[config.mk]
export PLATFORM = sky130hd
export DESIGN_NAME = fcoc_top
export DESIGN_NICKNAME = d
export VERILOG_FILES = /design/src/design/fcoc_pkg.sv /design/src/design/fcoc_div.sv /design/src/design/fcoc_top.sv
export SDC_FILE = /design/constraint.sdc
export NUM_CORES = 1
export LEC_CHECK = 0
export ABC_AREA = 1
export BUFFER_PORTS_ARGS = -buffer_cell sky130_fd_sc_hd__buf_4
export CAP_MARGIN = 30
export CELL_PAD_IN_SITES_DETAIL_PLACEMENT = 1
export CELL_PAD_IN_SITES_GLOBAL_PLACEMENT = 2
export CORE_MARGIN = 4
export CORE_UTILIZATION = 25
export DETAILED_ROUTE_END_ITERATION = 10
export PLACE_DENSITY = 0.65
export SETUP_SLACK_MARGIN = 0.15
export SLEW_MARGIN = 15
export SYNTH_ARGS = -nofsm -noshare
export SYNTH_HDL_FRONTEND = slang
export SYNTH_SLANG_ARGS = --single-unit
export TNS_END_PERCENT = 50
[constraint.sdc]
create_clock -name clock -period 4.3 [get_ports clock]
set_input_delay 0.86 -clock clock [delete_from_list [all_inputs] [get_ports clock]]
set_output_delay 0.86 -clock clock [all_outputs]
set_load 0.02 [all_outputs]
[src/design/fcoc_pkg.sv]
// Constants, register map and command codes of the frame/chip offset calculator
// ----------------------------------------------------------------------------
// Behaviour
// Common-state frame offset is always zero
// Single FDD link: offset equals default times 512
// Single TDD link: frame offset equals TDD default
// TDD common channels keep zero frame offset
// Several FDD links add cell frame and chip
// New link: offset from target differences only
// Unknown target in hard handover uses single formula
// TDD target: known difference, else TDD default
// TDD arrival from other network: difference zero
// Common init: paging full, others modulo 256
// Common counters advance each frame, paging wider
// FDD single link counter init by quotient formula
// TDD single link counter init minus default
// Dedicated counter advances by one per frame
// TDD common counter stays system number mod 256
// Base station rounds to 256-chip boundary
// Configuration bit selects the plus-256 variant
// Several FDD links use reference cell counter init
// ----------------------------------------------------------------------------
package fcoc_pkg;
  // Register byte addresses
  localparam logic [7:0] ADDR_CTRL = 8'h00;
  localparam logic [7:0] ADDR_DOFF = 8'h04;
  localparam logic [7:0] ADDR_SFN  = 8'h08;
  localparam logic [7:0] ADDR_CELL = 8'h0c;
  localparam logic [7:0] ADDR_CMD  = 8'h10;
  localparam logic [7:0] ADDR_RES  = 8'h14;
  localparam logic [7:0] ADDR_CFN  = 8'h18;
  // Control bit positions
  localparam int CTRL_TDD   = 0;
  localparam int CTRL_V256  = 1;
  localparam int CTRL_DCH   = 2;
  localparam int CTRL_KNOWN = 3;
  localparam int CTRL_HARD  = 4;
  localparam int CTRL_OTHER = 5;
  localparam int CTRL_W     = 6;
  // Field widths and positions
  localparam int FDD_W    = 10;
  localparam int TDD_W    = 7;
  localparam int SFN_W    = 12;
  localparam int FO_W     = 8;
  localparam int CHIP_W   = 16;
  localparam int DVD_W    = 24;
  localparam int DOFT_LSB = 16;
  localparam int TM_LSB   = 16;
  localparam int CHIP_LSB = 16;
  localparam int DCH_LSB  = 8;
  localparam int PCH_LSB  = 16;
  // Reset values
  localparam logic [CTRL_W-1:0] CTRL_RST = 6'h00;
  localparam logic [31:0]       WORD_RST = 32'h0000_0000;
  // Timing arithmetic
  localparam int CHIPS_PER_FRAME = 38400;
  localparam int DOFF_SHIFT      = 9;
  localparam int DOFF_SCALE      = 512;
  localparam int VARIANT_CHIPS   = 256;
  localparam int FRAME_WRAP      = 9830400;
  // Command codes written to the command register
  localparam logic [2:0] CMD_SINGLE  = 3'h0;
  localparam logic [2:0] CMD_MULTI   = 3'h1;
  localparam logic [2:0] CMD_TARGET  = 3'h2;
  localparam logic [2:0] CMD_CFN_COM = 3'h3;
  localparam logic [2:0] CMD_CFN_DCH = 3'h4;
  // Sequencer states
  typedef enum logic {FC_IDLE, FC_BUSY} fcoc_st_t;
endpackage

[src/design/fcoc_div.sv]
// Iterative restoring divider, one quotient bit per cycle
`timescale 1ns/100ps
module fcoc_div #(
  parameter int DW = 24,
  parameter int VW = 16
) (
  // Clock and control
  input  wire logic          clock,
  input  wire logic          srst,
  input  wire logic          ce,
  input  wire logic          start,
  // Operands
  input  wire logic [DW-1:0] dividend,
  input  wire logic [VW-1:0] divisor,
  // Results
  output logic      [DW-1:0] quotient,
  output logic      [VW-1:0] remainder,
  output logic               done
);
  localparam int CW = $clog2(DW + 1);
  logic [DW-1:0] quo_ff, nxt_quo;
  logic [VW:0]   rem_ff, nxt_rem, trial;
  logic [CW-1:0] cnt_ff, nxt_cnt;
  logic          done_ff, nxt_done;

  // Shift one dividend bit in and try a subtraction
  always_comb begin
    nxt_quo  = quo_ff;
    nxt_rem  = rem_ff;
    nxt_cnt  = cnt_ff;
    nxt_done = 1'b0;
    trial    = {rem_ff[VW-1:0], quo_ff[DW-1]};
    if (start) begin
      nxt_quo = dividend;
      nxt_rem = '0;
      nxt_cnt = CW'(DW);
    end else if (cnt_ff != '0) begin
      if (trial >= {1'b0, divisor}) begin
        nxt_rem = trial - {1'b0, divisor};
        nxt_quo = {quo_ff[DW-2:0], 1'b1};
      end else begin
        nxt_rem = trial;
        nxt_quo = {quo_ff[DW-2:0], 1'b0};
      end
      nxt_cnt  = cnt_ff - 1'b1;
      nxt_done = (cnt_ff == CW'(1));
    end
  end

  // State registers, frozen while clock enable and reset are both low
  always_ff @(posedge clock) begin
    if (srst) begin
      quo_ff  <= '0;
      rem_ff  <= '0;
      cnt_ff  <= '0;
      done_ff <= 1'b0;
    end else if (ce) begin
      quo_ff  <= nxt_quo;
      rem_ff  <= nxt_rem;
      cnt_ff  <= nxt_cnt;
      done_ff <= nxt_done;
    end
  end

  assign quotient  = quo_ff;
  assign remainder = rem_ff[VW-1:0];
  assign done      = done_ff;
endmodule

[src/design/fcoc_top.sv]
// Frame/chip offset and connection frame counter calculator, AHB-Lite slave
`timescale 1ns/100ps
module fcoc_top (
  // Clock, reset, enable
  input  wire logic        clock,
  input  wire logic        srst,
  input  wire logic        ce,
  // Frame tick
  input  wire logic        frame_tick,
  // AHB-Lite slave
  input  wire logic        hsel,
  input  wire logic [31:0] haddr,
  input  wire logic [1:0]  htrans,
  input  wire logic        hwrite,
  input  wire logic [2:0]  hsize,
  input  wire logic [31:0] hwdata,
  input  wire logic        hready,
  output logic             hreadyout,
  output logic             hresp,
  output logic      [31:0] hrdata,
  // Offsets toward the base station
  output logic      [7:0]  frame_offset,
  output logic      [15:0] chip_offset,
  output logic             offset_valid,
  // Frame counters and status
  output logic      [7:0]  cfn_common,
  output logic      [7:0]  cfn_dedicated,
  output logic      [11:0] cfn_paging,
  output logic             busy
);
  // ----------------------------------------------------------------------
  // Declarations
  // ----------------------------------------------------------------------
  logic [fcoc_pkg::CTRL_W-1:0] ctrl_ff, nxt_ctrl;
  logic [fcoc_pkg::FDD_W-1:0]  default_offset_freq_division_ff, nxt_default_offset_freq_division;
  logic [fcoc_pkg::TDD_W-1:0]  default_offset_time_division_ff, nxt_default_offset_time_division;
  logic [fcoc_pkg::SFN_W-1:0]  sfn_ff, nxt_sfn;
  logic [7:0]                  off_ff, nxt_off;
  logic [15:0]                 tm_ff, nxt_tm;
  logic                        wph_ff, nxt_wph;
  logic [7:0]                  wadr_ff, nxt_wadr;
  logic [31:0]                 hrdata_ff, nxt_hrdata, rd_val;
  logic                        acc, cfg_wr, cmd_go;
  logic [2:0]                  cmd_kind;
  fcoc_pkg::fcoc_st_t          st_ff, nxt_st;
  logic [2:0]                  kind_ff, nxt_kind;
  logic [7:0]                  fo_ff, nxt_fo;
  logic [15:0]                 chip_ff, nxt_chip;
  logic                        valid_ff, nxt_valid;
  logic [7:0]                  com_ff, nxt_com;
  logic [7:0]                  dch_ff, nxt_dch;
  logic [11:0]                 pch_ff, nxt_pch;
  logic                        div_go, div_done;
  logic [23:0]                 div_dvd, div_quo;
  logic [15:0]                 div_rem;
  logic [23:0]                 base_chips, cell_chips;
  logic [7:0]                  off_eff;
  logic                        tdd, dch, v256;

  assign tdd  = ctrl_ff[fcoc_pkg::CTRL_TDD];
  assign dch  = ctrl_ff[fcoc_pkg::CTRL_DCH];
  assign v256 = ctrl_ff[fcoc_pkg::CTRL_V256];

  // ----------------------------------------------------------------------
  // AHB-Lite slave and configuration registers
  // ----------------------------------------------------------------------
  // Valid single-word transfer in address phase
  assign acc = hsel && hready && htrans[1] && (hsize == 3'h2);
  // Config writes are ignored while a computation runs
  assign cfg_wr   = wph_ff && (st_ff == fcoc_pkg::FC_IDLE);
  assign cmd_go   = cfg_wr && (wadr_ff == fcoc_pkg::ADDR_CMD);
  assign cmd_kind = hwdata[2:0];

  // Read multiplexer, unmapped addresses read zero
  always_comb begin
    rd_val = fcoc_pkg::WORD_RST;
    case (haddr[7:0])
      fcoc_pkg::ADDR_CTRL: rd_val = {26'h0, ctrl_ff};
      fcoc_pkg::ADDR_DOFF: rd_val = {9'h0, default_offset_time_division_ff, 6'h0, default_offset_freq_division_ff};
      fcoc_pkg::ADDR_SFN:  rd_val = {20'h0, sfn_ff};
      fcoc_pkg::ADDR_CELL: rd_val = {tm_ff, 8'h0, off_ff};
      fcoc_pkg::ADDR_CMD:  rd_val = {31'h0, st_ff == fcoc_pkg::FC_BUSY};
      fcoc_pkg::ADDR_RES:  rd_val = {chip_ff, 8'h0, fo_ff};
      fcoc_pkg::ADDR_CFN:  rd_val = {4'h0, pch_ff, dch_ff, com_ff};
      default:             rd_val = fcoc_pkg::WORD_RST;
    endcase
  end

  // Next values of bus phase and configuration registers
  always_comb begin
    nxt_wph      = acc && hwrite;
    nxt_wadr     = acc ? haddr[7:0] : wadr_ff;
    nxt_hrdata   = (acc && !hwrite) ? rd_val : hrdata_ff;
    nxt_ctrl     = ctrl_ff;
    nxt_default_offset_freq_division = default_offset_freq_division_ff;
    nxt_default_offset_time_division = default_offset_time_division_ff;
    nxt_sfn      = sfn_ff;
    nxt_off      = off_ff;
    nxt_tm       = tm_ff;
    if (cfg_wr) begin
      case (wadr_ff)
        fcoc_pkg::ADDR_CTRL: nxt_ctrl = hwdata[fcoc_pkg::CTRL_W-1:0];
        fcoc_pkg::ADDR_DOFF: begin
          nxt_default_offset_freq_division = hwdata[fcoc_pkg::FDD_W-1:0];
          nxt_default_offset_time_division = hwdata[fcoc_pkg::DOFT_LSB +: fcoc_pkg::TDD_W];
        end
        fcoc_pkg::ADDR_SFN:  nxt_sfn = hwdata[fcoc_pkg::SFN_W-1:0];
        fcoc_pkg::ADDR_CELL: begin
          nxt_off = hwdata[7:0];
          nxt_tm  = hwdata[fcoc_pkg::TM_LSB +: 16];
        end
        default: ;
      endcase
    end
  end

  // Bus and configuration registers
  always_ff @(posedge clock) begin
    if (srst) begin
      wph_ff      <= 1'b0;
      wadr_ff     <= 8'h00;
      hrdata_ff   <= fcoc_pkg::WORD_RST;
      ctrl_ff     <= fcoc_pkg::CTRL_RST;
      default_offset_freq_division_ff <= '0;
      default_offset_time_division_ff <= '0;
      sfn_ff      <= '0;
      off_ff      <= 8'h00;
      tm_ff       <= 16'h0000;
    end else if (ce) begin
      wph_ff      <= nxt_wph;
      wadr_ff     <= nxt_wadr;
      hrdata_ff   <= nxt_hrdata;
      ctrl_ff     <= nxt_ctrl;
      default_offset_freq_division_ff <= nxt_default_offset_freq_division;
      default_offset_time_division_ff <= nxt_default_offset_time_division;
      sfn_ff      <= nxt_sfn;
      off_ff      <= nxt_off;
      tm_ff       <= nxt_tm;
    end
  end

  // ----------------------------------------------------------------------
  // Offset arithmetic and frame counters
  // ----------------------------------------------------------------------
  // Default offset in chips plus the optional 256-chip variant
  assign base_chips = {5'h00, default_offset_freq_division_ff, 9'h000}
                    + (v256 ? 24'h000100 : 24'h000000);
  // Cell frame and chip difference in chips
  assign cell_chips = 24'(off_ff) * 24'(fcoc_pkg::CHIPS_PER_FRAME) + 24'(tm_ff);
  // TDD arrival from another network counts as zero difference
  assign off_eff = (tdd && ctrl_ff[fcoc_pkg::CTRL_OTHER]) ? 8'h00 : off_ff;

  // Sequencer, results and counters
  always_comb begin
    nxt_st    = st_ff;
    nxt_kind  = kind_ff;
    nxt_fo    = fo_ff;
    nxt_chip  = chip_ff;
    nxt_valid = 1'b0;
    nxt_com   = com_ff;
    nxt_dch   = dch_ff;
    nxt_pch   = pch_ff;
    div_go    = 1'b0;
    div_dvd   = base_chips;
    if (frame_tick) begin
      nxt_com = com_ff + 8'h01;
      nxt_pch = pch_ff + 12'h001;
      nxt_dch = dch_ff + 8'h01;
    end
    case (st_ff)
      fcoc_pkg::FC_IDLE: begin
        if (cmd_go) begin
          nxt_kind = cmd_kind;
          case (cmd_kind)
            fcoc_pkg::CMD_CFN_COM: begin
              nxt_pch = sfn_ff;
              nxt_com = sfn_ff[7:0];
            end
            fcoc_pkg::CMD_CFN_DCH: begin
              if (tdd) begin
                nxt_dch = sfn_ff[7:0] - 8'(default_offset_time_division_ff);
                nxt_com = sfn_ff[7:0];
              end else begin
                div_dvd = {5'h00, default_offset_freq_division_ff, 9'h000};
                div_go  = 1'b1;
                nxt_st  = fcoc_pkg::FC_BUSY;
              end
            end
            fcoc_pkg::CMD_SINGLE, fcoc_pkg::CMD_MULTI, fcoc_pkg::CMD_TARGET: begin
              if (!dch) begin
                // Common and shared channels carry no offset
                nxt_fo    = 8'h00;
                nxt_chip  = 16'h0000;
                nxt_valid = 1'b1;
              end else if (tdd) begin
                if (cmd_kind == fcoc_pkg::CMD_TARGET && ctrl_ff[fcoc_pkg::CTRL_KNOWN]) begin
                  nxt_fo = off_eff;
                end else begin
                  nxt_fo = 8'(default_offset_time_division_ff);
                end
                nxt_chip  = 16'h0000;
                nxt_valid = 1'b1;
              end else begin
                if (cmd_kind == fcoc_pkg::CMD_MULTI) begin
                  div_dvd = base_chips + cell_chips;
                end else if (cmd_kind == fcoc_pkg::CMD_TARGET) begin
                  if (ctrl_ff[fcoc_pkg::CTRL_HARD] && !ctrl_ff[fcoc_pkg::CTRL_KNOWN]) begin
                    div_dvd = base_chips;
                  end else begin
                    div_dvd = cell_chips;
                  end
                end else begin
                  div_dvd = base_chips;
                end
                div_go = 1'b1;
                nxt_st = fcoc_pkg::FC_BUSY;
              end
            end
            default: ;
          endcase
        end
      end
      fcoc_pkg::FC_BUSY: begin
        if (div_done) begin
          nxt_st = fcoc_pkg::FC_IDLE;
          if (kind_ff == fcoc_pkg::CMD_CFN_DCH) begin
            nxt_dch = sfn_ff[7:0] - div_quo[7:0];
          end else begin
            // Frame count wraps modulo 256, chips are the remainder
            nxt_fo    = div_quo[7:0];
            nxt_chip  = div_rem;
            nxt_valid = 1'b1;
          end
        end
      end
      default: nxt_st = fcoc_pkg::FC_IDLE;
    endcase
  end

  // Sequencer and counter registers
  always_ff @(posedge clock) begin
    if (srst) begin
      st_ff    <= fcoc_pkg::FC_IDLE;
      kind_ff  <= fcoc_pkg::CMD_SINGLE;
      fo_ff    <= 8'h00;
      chip_ff  <= 16'h0000;
      valid_ff <= 1'b0;
      com_ff   <= 8'h00;
      dch_ff   <= 8'h00;
      pch_ff   <= 12'h000;
    end else if (ce) begin
      st_ff    <= nxt_st;
      kind_ff  <= nxt_kind;
      fo_ff    <= nxt_fo;
      chip_ff  <= nxt_chip;
      valid_ff <= nxt_valid;
      com_ff   <= nxt_com;
      dch_ff   <= nxt_dch;
      pch_ff   <= nxt_pch;
    end
  end

  // Divide by one frame of chips
  fcoc_div #(.DW(24), .VW(16)) u_div (
    .clock     (clock),
    .srst      (srst),
    .ce        (ce),
    .start     (div_go),
    .dividend  (div_dvd),
    .divisor   (16'(fcoc_pkg::CHIPS_PER_FRAME)),
    .quotient  (div_quo),
    .remainder (div_rem),
    .done      (div_done)
  );

  // Outputs from registers, hreadyout and hresp tied to ready and okay
  assign hreadyout     = 1'b1 | srst;
  assign hresp         = 1'b0 & srst;
  assign hrdata        = hrdata_ff;
  assign frame_offset  = fo_ff;
  assign chip_offset   = chip_ff;
  assign offset_valid  = valid_ff;
  assign cfn_common    = com_ff;
  assign cfn_dedicated = dch_ff;
  assign cfn_paging    = pch_ff;
  assign busy          = (st_ff == fcoc_pkg::FC_BUSY);

  // ----------------------------------------------------------------------
  // Assertions
  // ----------------------------------------------------------------------
  int got_chips, exp_base, exp_cell, exp_fdd_cfn;
  always_comb begin
    got_chips   = int'(fo_ff) * fcoc_pkg::CHIPS_PER_FRAME + int'(chip_ff);
    exp_base    = int'(default_offset_freq_division_ff) * fcoc_pkg::DOFF_SCALE
                + (v256 ? fcoc_pkg::VARIANT_CHIPS : 0);
    exp_cell    = int'(off_ff) * fcoc_pkg::CHIPS_PER_FRAME + int'(tm_ff);
    exp_fdd_cfn = (int'(sfn_ff) + 256
                - (int'(default_offset_freq_division_ff) * fcoc_pkg::DOFF_SCALE)
                  / fcoc_pkg::CHIPS_PER_FRAME) % 256;
  end
endmodule

* Yosys cells after proc, flatten, opt, wreduce, memory -nomap -nowiden *
Cells that the tools add are included.

cells by class
  add/subtract/negate cells = 10
  $mul = 1
  magnitude comparators = 1
  equal/unequal tests = 22
  multiplexer cells = 67
  bitwise gates (word level) = 1
  reduce and logical (&&, ||, !) cells = 27

operator list
  kind                    number
  $pmux 32 s7             1
  $mux 24                 9
  $mux 16                 9
  $mux 8                  18
  $mux 12                 4
  $pmux 24 s2             1
  $pmux 8 s2              3
  $eq 8x4->1 const B      4
  $eq 8x5->1 const B      4
  $pmux 16 s2             1
  $add 20x24->24          1
  $add 24x16->24          1
  $add 19x9->20           1
  $mux 20                 1
  $ge 17x16->1 const B    1
  $add 8x1->8 const B     2
  $eq 8x3->1 const B      2
  $logic_not 8->1         2
  $sub 16x16->16 const B  1
  $mul 8x7->15 const B    1
  $reduce_and 3->1        5
  $mux 1                  14
  $add 12x1->12 const B   1
  $logic_and 1x1->1       10
  other kinds (21)        32

word-level totals
  flip-flop bits (word level) = 203
  input port bits = 76
  output and inout bits = 88
  word-level logic and storage cells = 150

* Logic depth before layout (Yosys ltp) *
Gate-level depths: netlist of run 1.

  depth in word-level cells = 11
  mapped depth = 28
  mapped depth without buffers = 28

* Modules after synthesis *
Synthesis of run 1 repeated with hierarchy kept, for this count alone.

unflattened totals
  cell total of the unflattened synthesis = 2108
  area, all modules = 14161.1 µm²

modules (own cells, without submodules)
  module    instances  cells each  area an instance (µm²)  sequential area each (µm²)
  fcoc_top  1          1605        10864.2                 3143.0
  fcoc_div  1          503         3296.9                  920.9

* Least setup slack after synthesis of run 1 *
OpenSTA, ideal clock, no wires.

  path type = reg-to-reg
  from = register off_ff[5]
  to = register u_div.quo_ff[23], in the netlist u_div.quotient[23]
  setup time = 0.132 ns
  arrival time = 4.587 ns
  data required time = 4.168 ns
  path slack = -0.419 ns
  stages on the path, launching flop included = 27
  path buffers = 0
  period minus slack after synthesis = 4.719 ns
  path through = dfxtp_1 ha_1 ha_1 ha_1 inv_1 fa_1 inv_1 ha_1 xor2_1 ha_1 nand2_1 nor3_1 nand2_1 nand2_1 nand3_2 o21ai_0 inv_1 ha_1 inv_1 nor3_1 nand3_1 nand4_1 nand4_1 nor2_2 nand3_1 nand3_1 a21oi_1

on the way
  word-level cells in the longest chain between the ends = 11
  elaborated cells between the ends (all ways) = 12
  classes of those cells = add/sub: 2; mul: 1; mux: 9

RTL lines
  what                                                                    line             source
  start: declaration                                                      fcoc_top.sv:38   logic [7:0] off_ff, nxt_off;
  start signal: assignment                                                fcoc_top.sv:137  off_ff <= nxt_off;
  $mul 8x7->15 *                                                          fcoc_top.sv:149  assign cell_chips = 24'(off_ff) * 24'(fcoc_pkg::CHIPS_PER_FRAME) + 24'(tm_ff);
  $add 24x16->24 *                                                        fcoc_top.sv:149
  parallel branches: the longest is 2 deep, another holds $add 20x24->24  n/a
  $mux 24 *                                                               fcoc_top.sv:204  if (cmd_kind == fcoc_pkg::CMD_MULTI) begin
  $mux 24 *                                                               fcoc_top.sv:195  end else if (tdd) begin
  $mux 24 *                                                               fcoc_top.sv:190  if (!dch) begin
  $pmux 24 s2 *                                                           fcoc_top.sv:174  case (cmd_kind)
  $mux 24 *                                                               fcoc_top.sv:172  if (cmd_go) begin
  $mux 24 *                                                               fcoc_top.sv:170  case (st_ff)
  $mux 24 *                                                               fcoc_div.sv:33   if (start) begin
  end signal: assignment                                                  fcoc_div.sv:58   quo_ff <= nxt_quo;
  end: declaration                                                        fcoc_div.sv:21   logic [DW-1:0] quo_ff, nxt_quo;

Mark *: on every way between the ends.
A chain may end at the register's enable or synchronous reset.

* Worst setup path in the final report of run 1 *
  from = register off_ff[4]
  to = register u_div.quo_ff[22], in the netlist u_div.quotient[22]

The elaborated chain is that of the path after synthesis.

==> summary.md, run 1 <==
| Metric | Value |
|---|---|
| Status | complete, but fails checks |
| Failing checks | negative setup slack |
| Share of cells above drive strength 1 | 22.38% |
| Critical Path, Cell by Cell | buf_12 -> ha_4 -> ha_4 -> fa_1 -> ha_4 -> buf_4 -> xor2_4 -> ha_4 -> a21oi_1 -> nand3_2 -> buf_6 -> xnor2_4 -> inv_1 -> ha_4 -> nand2_1 -> nor2_2 -> nand3_1 -> nand3_2 -> a21oi_2 -> nor2_2 -> nand3_1 -> nand2_1 -> nand3_2 -> a21oi_1 |
| CP Launch Point | off_ff[4] |
| Most frequent cells in the layout | nand2_1 (349), buf_4 (239), inv_1 (238) |
| Commonest non-fill, non-tap cell in the layout | nand2_1 |
| Setup violators final | 7 |
| Clock Sinks | 203 |
| Layout Nets | 2195 |
| Max Slew Vio Count | 0 |
| Actual slew at the worst max-slew pin | 0.9510 ns |
| Element type at the critical path end | flip-flop |
| Total number of vias | ~13k |
| DP Worst Slack | -0.5053 ns |
| Clock latency on the worst-skew pair | 0.56 ns |
| Filler cells | 6242 |
| Primary FF master, synth | dfxtp_1 |
| R2r endpoint | u_div.quotient[22] |
| CP Data Required Time | about 4.8 ns |
| Largest net degree at the start of global routing | 123 |
| H-Tree Depth | 1 |
| Post-synth EDFFs | 0 |
| Min cycle time layout | 4.522 ns |
| I/O pins | 164 |
| Site Rows | 82 |
| Fin util | between 30% and 40% |
| Critical Path Sink | u_div.quotient[22] |
| Die height | ~230 um |
| Worst path max stage delay | 0.48 ns |
| Met2 Use GR | between 30% and 40% |
| Mapped Area | 12760 sq um |
| Crit path depth | 24 |
| First-pass GRT wire length | 80880 um |
| Critical path arrival | 5.01 ns |
| Routed wire length | about 54000 um |
| Register area share after synthesis | a little under a third |
| Root buf cell | clkbuf_16 |
| M1 GR Usage | 27.31% |
| CP startpoint kind | flip-flop |
| Slowest library cell on the worst path | fa_1 |
| Bufs on Longest Clock Path | 3 |
| Hold WS | 0.4461 ns |
| Port Buffers | around 130 |
| Total Routing Usage GR | 19.09% |
| FF+latch count, synth | between 200 and 250 |
| Reg2Reg Setup Slack | -0.22 ns |
| Via density | between 4 and 5 |
| Starting DRC count in detailed routing | 778 |
| Reg2reg path depth | 24 |
| Final worst setup slack | -0.2222 ns |
| Clock Pin Slew Worst Setup and Hold Paths | 0.06 ns |
| N_diodes | 0 |
| Total grt overflow | 0 |
| CP Max Fanout | 4 |
| Hold Crit Class | reg -> reg |
| Hold Fails Final Rpt | 0 |
| DIE AREA | around 55000 sq um |
| DRC | 0 |
| Asr flop ratio synth | 0% |
| CTS Hold Bufs | 0 |
| RSZ-0062 raised after global routing | true |
| Number of global-route vias before repair | about 14k |
| DP Wirelength | 41520 um |
| Relative slew slack | 36.59% |
| Area growth, synth to finish | 30.94% |
| Initial antenna violation count | 0 |
| Fmax | approximately 0.22 GHz |
| Syn Area/Cell | 6.944 sq um |
| CP Class | reg -> reg |
| Buffer and inverter count on the worst path | 4 |
| Routed WL per cell | ~20 um |
| Die width | 234.0 um |
| ANT nets after route | 0 |
| GPL Wtd Cong | a little under 0.9 |
| Starting Density | 25.39% |
| Final Skew | 0.01960 ns |
| Total CTS buffers | 26 |
| Met3 usage | ~2.7% |
| Placed Cells | 2659 |
| Leak | about 6.9 nW |
| CP top delay family | adder cells |
| Most frequent CP cell | ha_4 |
| Max cap viols | 0 |
| R2r startpoint | off_ff[4] |
| Final period util | 105.2% |
| CTS tree | yes |
| Synth unique cells | 56 |
| Core area | 50270 sq um |
| First-pass DRT Iterations | 5 |
| Hold wc startpoint | kind_ff[1] |
| Synth Warn # | 0 |
| Pwr dens | 310.9 nW/um^2 |
| Syn_nets | around 2k |
| Fin cells | 2723 |
| Total power | 5.197 mW |
| Max IR drop VDD | 0.0002750 V |
| Cells after Synth | 1838 |
| Layer with the highest usage | met2 |
## synthesized netlist by cell type, types with 6 or more instances
cell type	number	area (sq um)
nor2_2	14	87.58
nor4_1	6	37.54
o211ai_1	22	165.2
nand4_1	24	150.1
a21oi_1	182	910.9
dfxtp_1	203	4064
nand2_1	366	1374
buf_2	16	80.08
nor3_1	13	65.06
nand2_2	15	93.84
inv_2	14	52.55
fa_1	11	220.2
o21ai_1	9	45.04
nor2_1	122	457.9
nand3_1	61	305.3
o21ai_0	150	750.7
o22ai_1	21	131.4
clkbuf_1	55	206.5
ha_1	76	950.9
a22oi_1	19	142.6
buf_4	6	45.04
inv_1	252	945.9
o2111ai_1	12	105.1
a31oi_1	26	162.7
o221ai_1	8	70.07
xnor2_1	14	122.6
a211oi_1	33	247.7
xor2_1	24	210.2
## report_power, final
group / leakage, nW / total (mW) / internal [mW] / switching [mW]
registers: 1.65 / 2.07 / 1.99 / 0.0793
clock network: 0.429 / 2.23 / 1.32 / 0.905
logic: 4.87 / 0.895 / 0.303 / 0.593
total: 6.94 / 5.20 / 3.62 / 1.58
## stage by stage
stage	area, sq um	setup TNS (ns)
finish	16710	-1.082
global route	16710	-3.150
CTS	16360	-1.227
detailed placement	15130	-3.426
global placement	15130	-2.547
floorplan	12880	0
## state kept, by name, summed over array words and instances, names as in the netlist, 10 cells and up
signal / cells
u_div.rem_ff: 16
u_div.quotient: 24
tm_ff: 16
chip_offset: 16
default_offset_freq_division_ff: 10
sfn_ff: 12
cfn_paging: 12
hrdata: 32
## timing repair
action	in CTS	in global routing
endpoints found under the setup margin	10	11
gates resized for setup	63	50
setup buffers	6	11
pin swaps	36	46
## cell type report
cell class / count / area (sq um) / area share [%]
inverter: 270 / 1018 / 6.094
clock buffer: 41 / 797.0 / 4.769
clock inverter: 6 / 66.31 / 0.3968
timing repair buffer: 245 / 1888 / 11.30
tap: 672 / 840.8 / 5.031
multi-input combinational: 1286 / 8024 / 48.01
sequential: 203 / 4078 / 24.40
## worst min-delay path by stage
stage / end / slack [ns] / depth (start not counted)
6_report: kind_ff[1] / 0.45 / 2
5_1_grt: kind_ff[1] / 0.48 / 2
4_1_cts: kind_ff[1] / 0.45 / 2
3_5_place_dp: kind_ff[1] / 0.44 / 2
3_3_place_gp: kind_ff[1] / 0.43 / 2
2_1_floorplan: kind_ff[1] / 0.42 / 2
## cell families after synthesis
group                    count (synthesis)  share of synthesized area, %
AND/OR/NAND/NOR                        650                         22.40
XOR/XNOR                                38                         2.608
flip-flops                             203                         31.84
AO/OA/AOI/OAI                          509                         23.26
buffers and inverters                  349                         10.66
adder cells (fa/ha/maj)                 87                         9.176
other                                    2                       0.05884
## worst min-delay path: stages, from the launching register on
cell     delay, ns
dfxtp_1       0.31
inv_1         0.05
a21oi_1       0.05
## per-layer routing
layer / share of wire [%] / vias to the layer above
met4: 2.3 / 0
met5: 0 / -
met3: 3.9 / 57
met1: 49 / 6525
li1: - / 6548
met2: 45 / 213
(Power assumes the default switching activity.)
==> run 2: changes to the inputs <==
Clock period 4.3 ns to 3.9 ns, I/O delays scaled along.
==> run 2 against run 1 <==
  * The run still ends with negative setup slack left
  * Largest power group unchanged
  * Non-clock buffer count is 16 higher
  * Critical path depth grew 2
  * Register-to-register slack worse by 0.44 ns
  * Clock power grew 16%
  * Utilization grew 0.21 points
  * Sequential power increased by 10%
  * Critical endpoint is now u_div.quotient[21]
  * Sequential share of layout area shrank 0.15 points
  * Global-route usage rose by 0.57 points
  * Clock skew down 0.0083 ns
  * First-iteration DRC count down 13%
==> summary.md, run 2 (same netlist as run 1, synthesis figures left out) <==
| Metric | Value |
|---|---|
| Status | complete, but fails checks |
| Relative slew slack | 39.04% (+2.5 points) |
| Hold Crit Class | in -> reg |
| Die height | 234.0 um (unchanged) |
| DP Wirelength | 42610 um (+2.6%) |
| Failing checks | negative setup slack |
| Element type at the critical path end | flip-flop |
| Filler cells | 6175 (-1.1%) |
| CP Data Required Time | 4.36 ns (-0.43 ns) |
| GPL Wtd Cong | 0.8477 (-1.9%) |
| Max IR drop VDD | 0.0003413 V (+24%) |
| Met2 Use GR | 32.67% (+2.5 points) |
| Buffer and inverter count on the worst path | 6 (+2) |
| H-Tree Depth | 1 (unchanged) |
| CP Max Fanout | 5 (+1) |
| ANT nets after route | 0 (unchanged) |
| Core area | 50270 sq um (unchanged) |
| Leak | 7.016 nW (+1.1%) |
| Most frequent cells in the layout | nand2_1 (350), buf_4 (255), inv_1 (242) |
| Clock Sinks | 203 (unchanged) |
| Largest net degree at the start of global routing | 123 (unchanged) |
| Final worst setup slack | -0.6644 ns (-0.4422 ns) |
| Layout Nets | 2212 (+0.77%) |
| Final Skew | 0.01126 ns (-0.008342 ns) |
| Total number of vias | 13.41k (+0.49%) |
| Max cap viols | 0 (unchanged) |
| Max reg flops | 32 (unchanged) |
| Final period util | 117.0% (+12 points) |
| Critical path arrival | 5.02 ns (about the same) |
| Combinational power share | 17.0% (-0.2 points) |
| Root buf cell | clkbuf_16 |
| CTS Hold Bufs | 0 (unchanged) |
| Layer with the highest usage | met2 |
| Most frequent CP cell | ha_4 |
| CP Class | reg -> reg |
| First-pass DRT Iterations | 5 (unchanged) |
| DRC | 0 (unchanged) |
| Commonest non-fill, non-tap cell in the layout | nand2_1 |
| Setup violators final | 10 (+3) |
| CTS tree | yes |
| Initial antenna violation count | 4 (+4) |
| Starting Density | 25.39% (unchanged) |
| Worst path max stage delay | 0.52 ns (+0.04 ns) |
| Share of cells above drive strength 1 | 22.63% (+0.25 points) |
| Bufs on Longest Clock Path | 3 (unchanged) |
| Clock Pin Slew Worst Setup and Hold Paths | 0.06 ns (about the same) |
| M1 GR Usage | 27.44% (+0.14 points) |
| Total Routing Usage GR | 19.66% (+0.57 points) |
| Total power | 5.852 mW (+13%) |
| Routed WL per cell | 20.24 um (+1.4%) |
| Hold WS | 0.4426 ns (-0.003519 ns) |
| Max Slew Vio Count | 0 (unchanged) |
| Via density | 4.892 (-0.17%) |
| Design Area, Final | 16820 sq um (+0.64%) |
| Min cycle time layout | 4.564 ns (+0.04221 ns) |
| DIE AREA | 54730 sq um (unchanged) |
| Pwr dens | 347.9 nW/um^2 (+12%) |
| I/O pins | 164 (unchanged) |
| Routed wire length | 55470 um (+2.1%) |
| First-pass GRT wire length | 82970 um (+2.6%) |
| CP startpoint kind | flip-flop |
| Die width | 234.0 um (unchanged) |
| Met3 usage | 2.405% (-0.27 points) |
| Net load switching power | 1.789 mW (+13%) |
| Setup TNS | -4.701 ns (-3.619 ns) |
| Fmax | 0.2191 GHz (-0.92%) |
| Site Rows | 82 (unchanged) |
| Internal | 4.063 mW (+12%) |
| Total CTS buffers | 27 (+3.8%) |
| Multi-input gate area | 7946 sq um (-0.97%) |
| Hold Fails Final Rpt | 0 (unchanged) |
| Number of global-route vias before repair | 13.69k (+1.4%) |
| DP Area | 15290 sq um (+1.1%) |
| Reg area | 4079 sq um (about the same) |
| Sequential power share | 38.9% (-1.0 points) |
| CP top delay family | adder cells |
| Port Buffers | 132 (unchanged) |
| Actual slew at the worst max-slew pin | 0.9143 ns (-0.03666 ns) |
| Area growth, synth to finish | 31.78% |
| Starting DRC count in detailed routing | 674 (-13%) |
| Slowest library cell on the worst path | fa_1 |
| Clk pwr share | 44.1% (+1.2 points) |
| Switching share of power | 30.56% (+0.22 points) |
| Total grt overflow | 0 (unchanged) |
| Clock latency on the worst-skew pair | 0.57 ns (about the same) |
| RSZ-0062 raised after global routing | true |
-- run 2: cell types whose count changed in the layout (fill, tap and decap cells not counted), sizes merged, moves of 2 or more --
cell,previous run,this run
clkinvlp,0,2
bufinv,1,3
clkbuf,41,36
buf,245,261
-- run 2: repair_timing --
item	CTS	global route
endpoints found under the setup margin	11	12
setup buffers	9	7
gates resized for setup	51	46
hold endpoints to repair	0	0
pin swaps	30	38
-- run 2: final timing paths --
path | start | end | slack [ns] | cells after the start
worst min register to register | kind_ff[0] | kind_ff[0] | 0.46 | 2
worst max-delay path | off_ff[5] | u_div.quotient[21] | -0.66 | 26
worst max register to register | off_ff[5] | u_div.quotient[21] | -0.66 | 26
worst min-delay path | haddr[1] | wadr_ff[1] | 0.44 | 3
-- run 2: power groups by stage --
stage	registers, mW	logic [mW]	clock network [mW]
2_1_floorplan	2.31	0.677	0
3_3_place_gp	2.32	0.967	0
3_5_place_dp	2.33	0.991	0
4_1_cts	2.28	1.00	2.65
5_1_grt	2.30	1.12	2.74
6_report	2.28	0.993	2.58
-- run 2: layout make-up --
type | instances | area share [%]
clock buffers | 36 | 4.396
inverters | 270 | 6.040
clock inverters | 12 | 0.9224
repair buffers | 261 | 12.13
flip-flops and latches | 203 | 24.25
well taps | 672 | 4.999
diodes | 1 | 0.01488
multi-input cells | 1286 | 47.24
-- run 2: worst min-delay path: stages --
cell	delay [ns]
buf_4	0.09
nor2_1	0.04
nor2_1	0.08
-- run 2: routing by layer --
| layer | wire [um] | up-vias |
|---|---|---|
| li1 | - | 6582 |
| met1 | 26590 | 6565 |
| met2 | 25650 | 200 |
| met3 | 2139 | 60 |
| met4 | 1083 | 2 |
| met5 | 13 | - |
-- run 2: through the flow --
step	util (%)	instances	setup WS [ns]
after floorplan	-	1838	-0.3875
after global placement	30.36	2674	-0.6986
after detailed placement	30.42	2675	-0.8759
after CTS	32.81	2732	-0.6040
after global routing	33.45	2740	-0.8955
final	33.46	2741	-0.6644
==> run 3: changes to the inputs <==
Settings changed: PLACE_DENSITY 0.65 to 0.62.
Clock period 3.9 ns to 4.45 ns, I/O delays scaled along.
==> run 3 against run 2 <==
  * The run still ends with negative setup slack left
  * Clock power is 17% lower
  * Via count is 1.1% lower
  * Utilization is 0.57 points lower
  * Register-to-register slack better by 0.64 ns
  * Largest power group unchanged
  * Highest routed layer unchanged
==> summary.md, run 3 (same netlist as run 1, synthesis figures left out) <==
| Metric | Value |
|---|---|
| Status | complete, but fails checks |
| Failing checks | negative setup slack |
| Max cap viols | 0 (unchanged) |
| Clock latency on the worst-skew pair | 0.56 ns (about the same) |
| Setup violators final | 2 (-8) |
| First-pass GRT wire length | 82890 um (-0.10%) |
| Routed WL per cell | 20.44 um (+0.98%) |
| Share of cells above drive strength 1 | 21.28% (-1.3 points) |
| Total CTS buffers | 27 (unchanged) |
| Clock Pin Slew Worst Setup and Hold Paths | 0.05 ns (about the same) |
| CP Class | reg -> reg |
| Hold Crit Class | reg -> reg |
| DRC | 0 (unchanged) |
| Fmax | 0.2236 GHz (+2.1%) |
| Initial antenna violation count | 5 (+1) |
| Max Slew Vio Count | 0 (unchanged) |
| Min cycle time layout | 4.472 ns (-0.09269 ns) |
| Routed wire length | 55240 um (-0.42%) |
| Clock Sinks | 203 (unchanged) |
| Die width | 234.0 um (unchanged) |
| Most frequent cells in the layout | nand2_1 (352), inv_1 (238), buf_4 (218) |
| Commonest non-fill, non-tap cell in the layout | nand2_1 |
| Sequential power share | 40.0% (+1.1 points) |
| Area growth, synth to finish | 29.54% |
| Total Routing Usage GR | 19.65% (about the same) |
| Core area | 50270 sq um (unchanged) |
| Final Skew | 0.01071 ns (-0.0005442 ns) |
| CTS Hold Bufs | 0 (unchanged) |
| DP Wirelength | 42640 um (about the same) |
| Leak | 6.784 nW (-3.3%) |
| Design Area, Final | 16530 sq um (-1.7%) |
| Layout Nets | 2177 (-1.6%) |
| Final worst setup slack | -0.02171 ns (+0.6427 ns) |
| Via density | 4.906 (+0.28%) |
| Max IR drop VDD | 0.0002544 V (-25%) |
| H-Tree Depth | 1 (unchanged) |
| Final period util | 100.5% (-17 points) |
| Number of global-route vias before repair | 13.60k (-0.69%) |
| Starting Density | 25.39% (unchanged) |
| Bufs on Longest Clock Path | 3 (unchanged) |
| Port Buffers | 132 (unchanged) |
| Combinational power share | 17.1% (about the same) |
| Element type at the critical path end | flip-flop |
| I/O pins | 164 (unchanged) |
| Internal | 3.492 mW (-14%) |
| Total grt overflow | 0 (unchanged) |
| Starting DRC count in detailed routing | 583 (-14%) |
| ANT nets after route | 0 (unchanged) |
| Max reg flops | 32 (unchanged) |
| Setup TNS | -0.03603 ns (+4.665 ns) |
| CP startpoint kind | flip-flop |
| Clk pwr share | 42.9% (-1.2 points) |
| Switching share of power | 30.09% (-0.48 points) |
| Hold Fails Final Rpt | 0 (unchanged) |
| GPL Wtd Cong | 0.8580 (+1.2%) |
| DP Worst Slack | -0.3570 ns (+0.5189 ns) |
| Actual slew at the worst max-slew pin | 0.7874 ns (-0.1269 ns) |
| Critical path arrival | 4.97 ns (-0.05 ns) |
| Pwr dens | 302.1 nW/um^2 (-13%) |
| Site Rows | 82 (unchanged) |
| CP Data Required Time | 4.94 ns (+0.58 ns) |
| CTS tree | yes |
| Hold WS | 0.4514 ns (+0.008752 ns) |
| DP Area | 15000 sq um (-1.9%) |
| First-pass DRT Iterations | 6 (+1) |
| Largest net degree at the start of global routing | 69 (-44%) |
| Root buf cell | clkbuf_16 |
| Net load switching power | 1.503 mW (-16%) |
| Relative slew slack | 46.82% (+7.8 points) |
| CP Max Fanout | 4 (-1) |
| Die height | 234.0 um (unchanged) |
| RSZ-0062 raised after global routing | true |
| DIE AREA | 54730 sq um (unchanged) |
| Total number of vias | 13.26k (-1.1%) |
-- run 3: final timing paths --
kind                    from            endpoint  slack (ns)  cells after the start
setup / recovery   off_ff[4]  u_div.quotient[23]       -0.02                     26
hold / removal    kind_ff[1]          kind_ff[1]        0.45                      2
setup reg to reg   off_ff[4]  u_div.quotient[23]       -0.02                     26
hold reg to reg   kind_ff[1]          kind_ff[1]        0.45                      2
-- run 3: area by class of cell --
class / instances / area (sq um)
Multi-Input combinational cell: 1286 / 7986
Timing Repair Buffer: 226 / 1769
Clock inverter: 4 / 85.08
Fill cell: 6188 / 33740
Clock buffer: 41 / 758.2
Antenna cell: 1 / 2.502
Tap cell: 672 / 840.8
Inverter: 270 / 1013
Sequential cell: 203 / 4078
-- run 3: metal layers --
metal | vias up | GRT usage [%] | part of all wire, %
met4 | 4 | 5.291 | 2.9
met3 | 64 | 2.284 | 3.6
met5 | - | 0 | 0.049
li1 | 6505 | - | -
met1 | 6460 | 27.79 | 48
met2 | 227 | 31.76 | 45
-- run 3: critical path, cell delays in order, from the launching register on --
cell and delay [ns]:
dfxtp_4 0.36, ha_1 0.31, ha_4 0.27, fa_2 0.45
ha_4 0.27, nand3_2 0.09, nand3_4 0.11, xor2_4 0.21
ha_4 0.30, nand2_4 0.06, nor3_2 0.10, nand2_1 0.10
nand2_2 0.10, nand3_4 0.10, o21ai_2 0.14, inv_2 0.07
ha_4 0.27, inv_2 0.04, nor3_4 0.16, nand3_1 0.10
nand4_1 0.12, nand4_1 0.14, nor2_2 0.18, nand2_1 0.07
nand2_1 0.07, nand3_2 0.08, a21oi_2 0.13
-- run 3: per-stage QoR --
step                      power (mW)  instances  util (%)
after floorplan                2.618       1838         -
after global placement         2.864       2639     29.72
after detailed placement       2.890       2642     29.84
after CTS                      5.060       2696     32.17
after global routing           5.252       2702     32.88
final                          4.995       2703     32.89
-- run 3: repair_timing --
action                     CTS  global route
gates resized for setup     50            59
pin swaps                   41            54
setup buffers                9             5
setup endpoints to repair   10            10
-- run 3: power by group through the flow --
stage	Clock, mW	Combinational (mW)	Sequential (mW)
2_1_floorplan	0	0.593	2.03
3_3_place_gp	0	0.831	2.03
3_5_place_dp	0	0.853	2.04
4_1_cts	2.20	0.858	2.00
5_1_grt	2.28	0.963	2.01
6_report	2.14	0.856	2.00
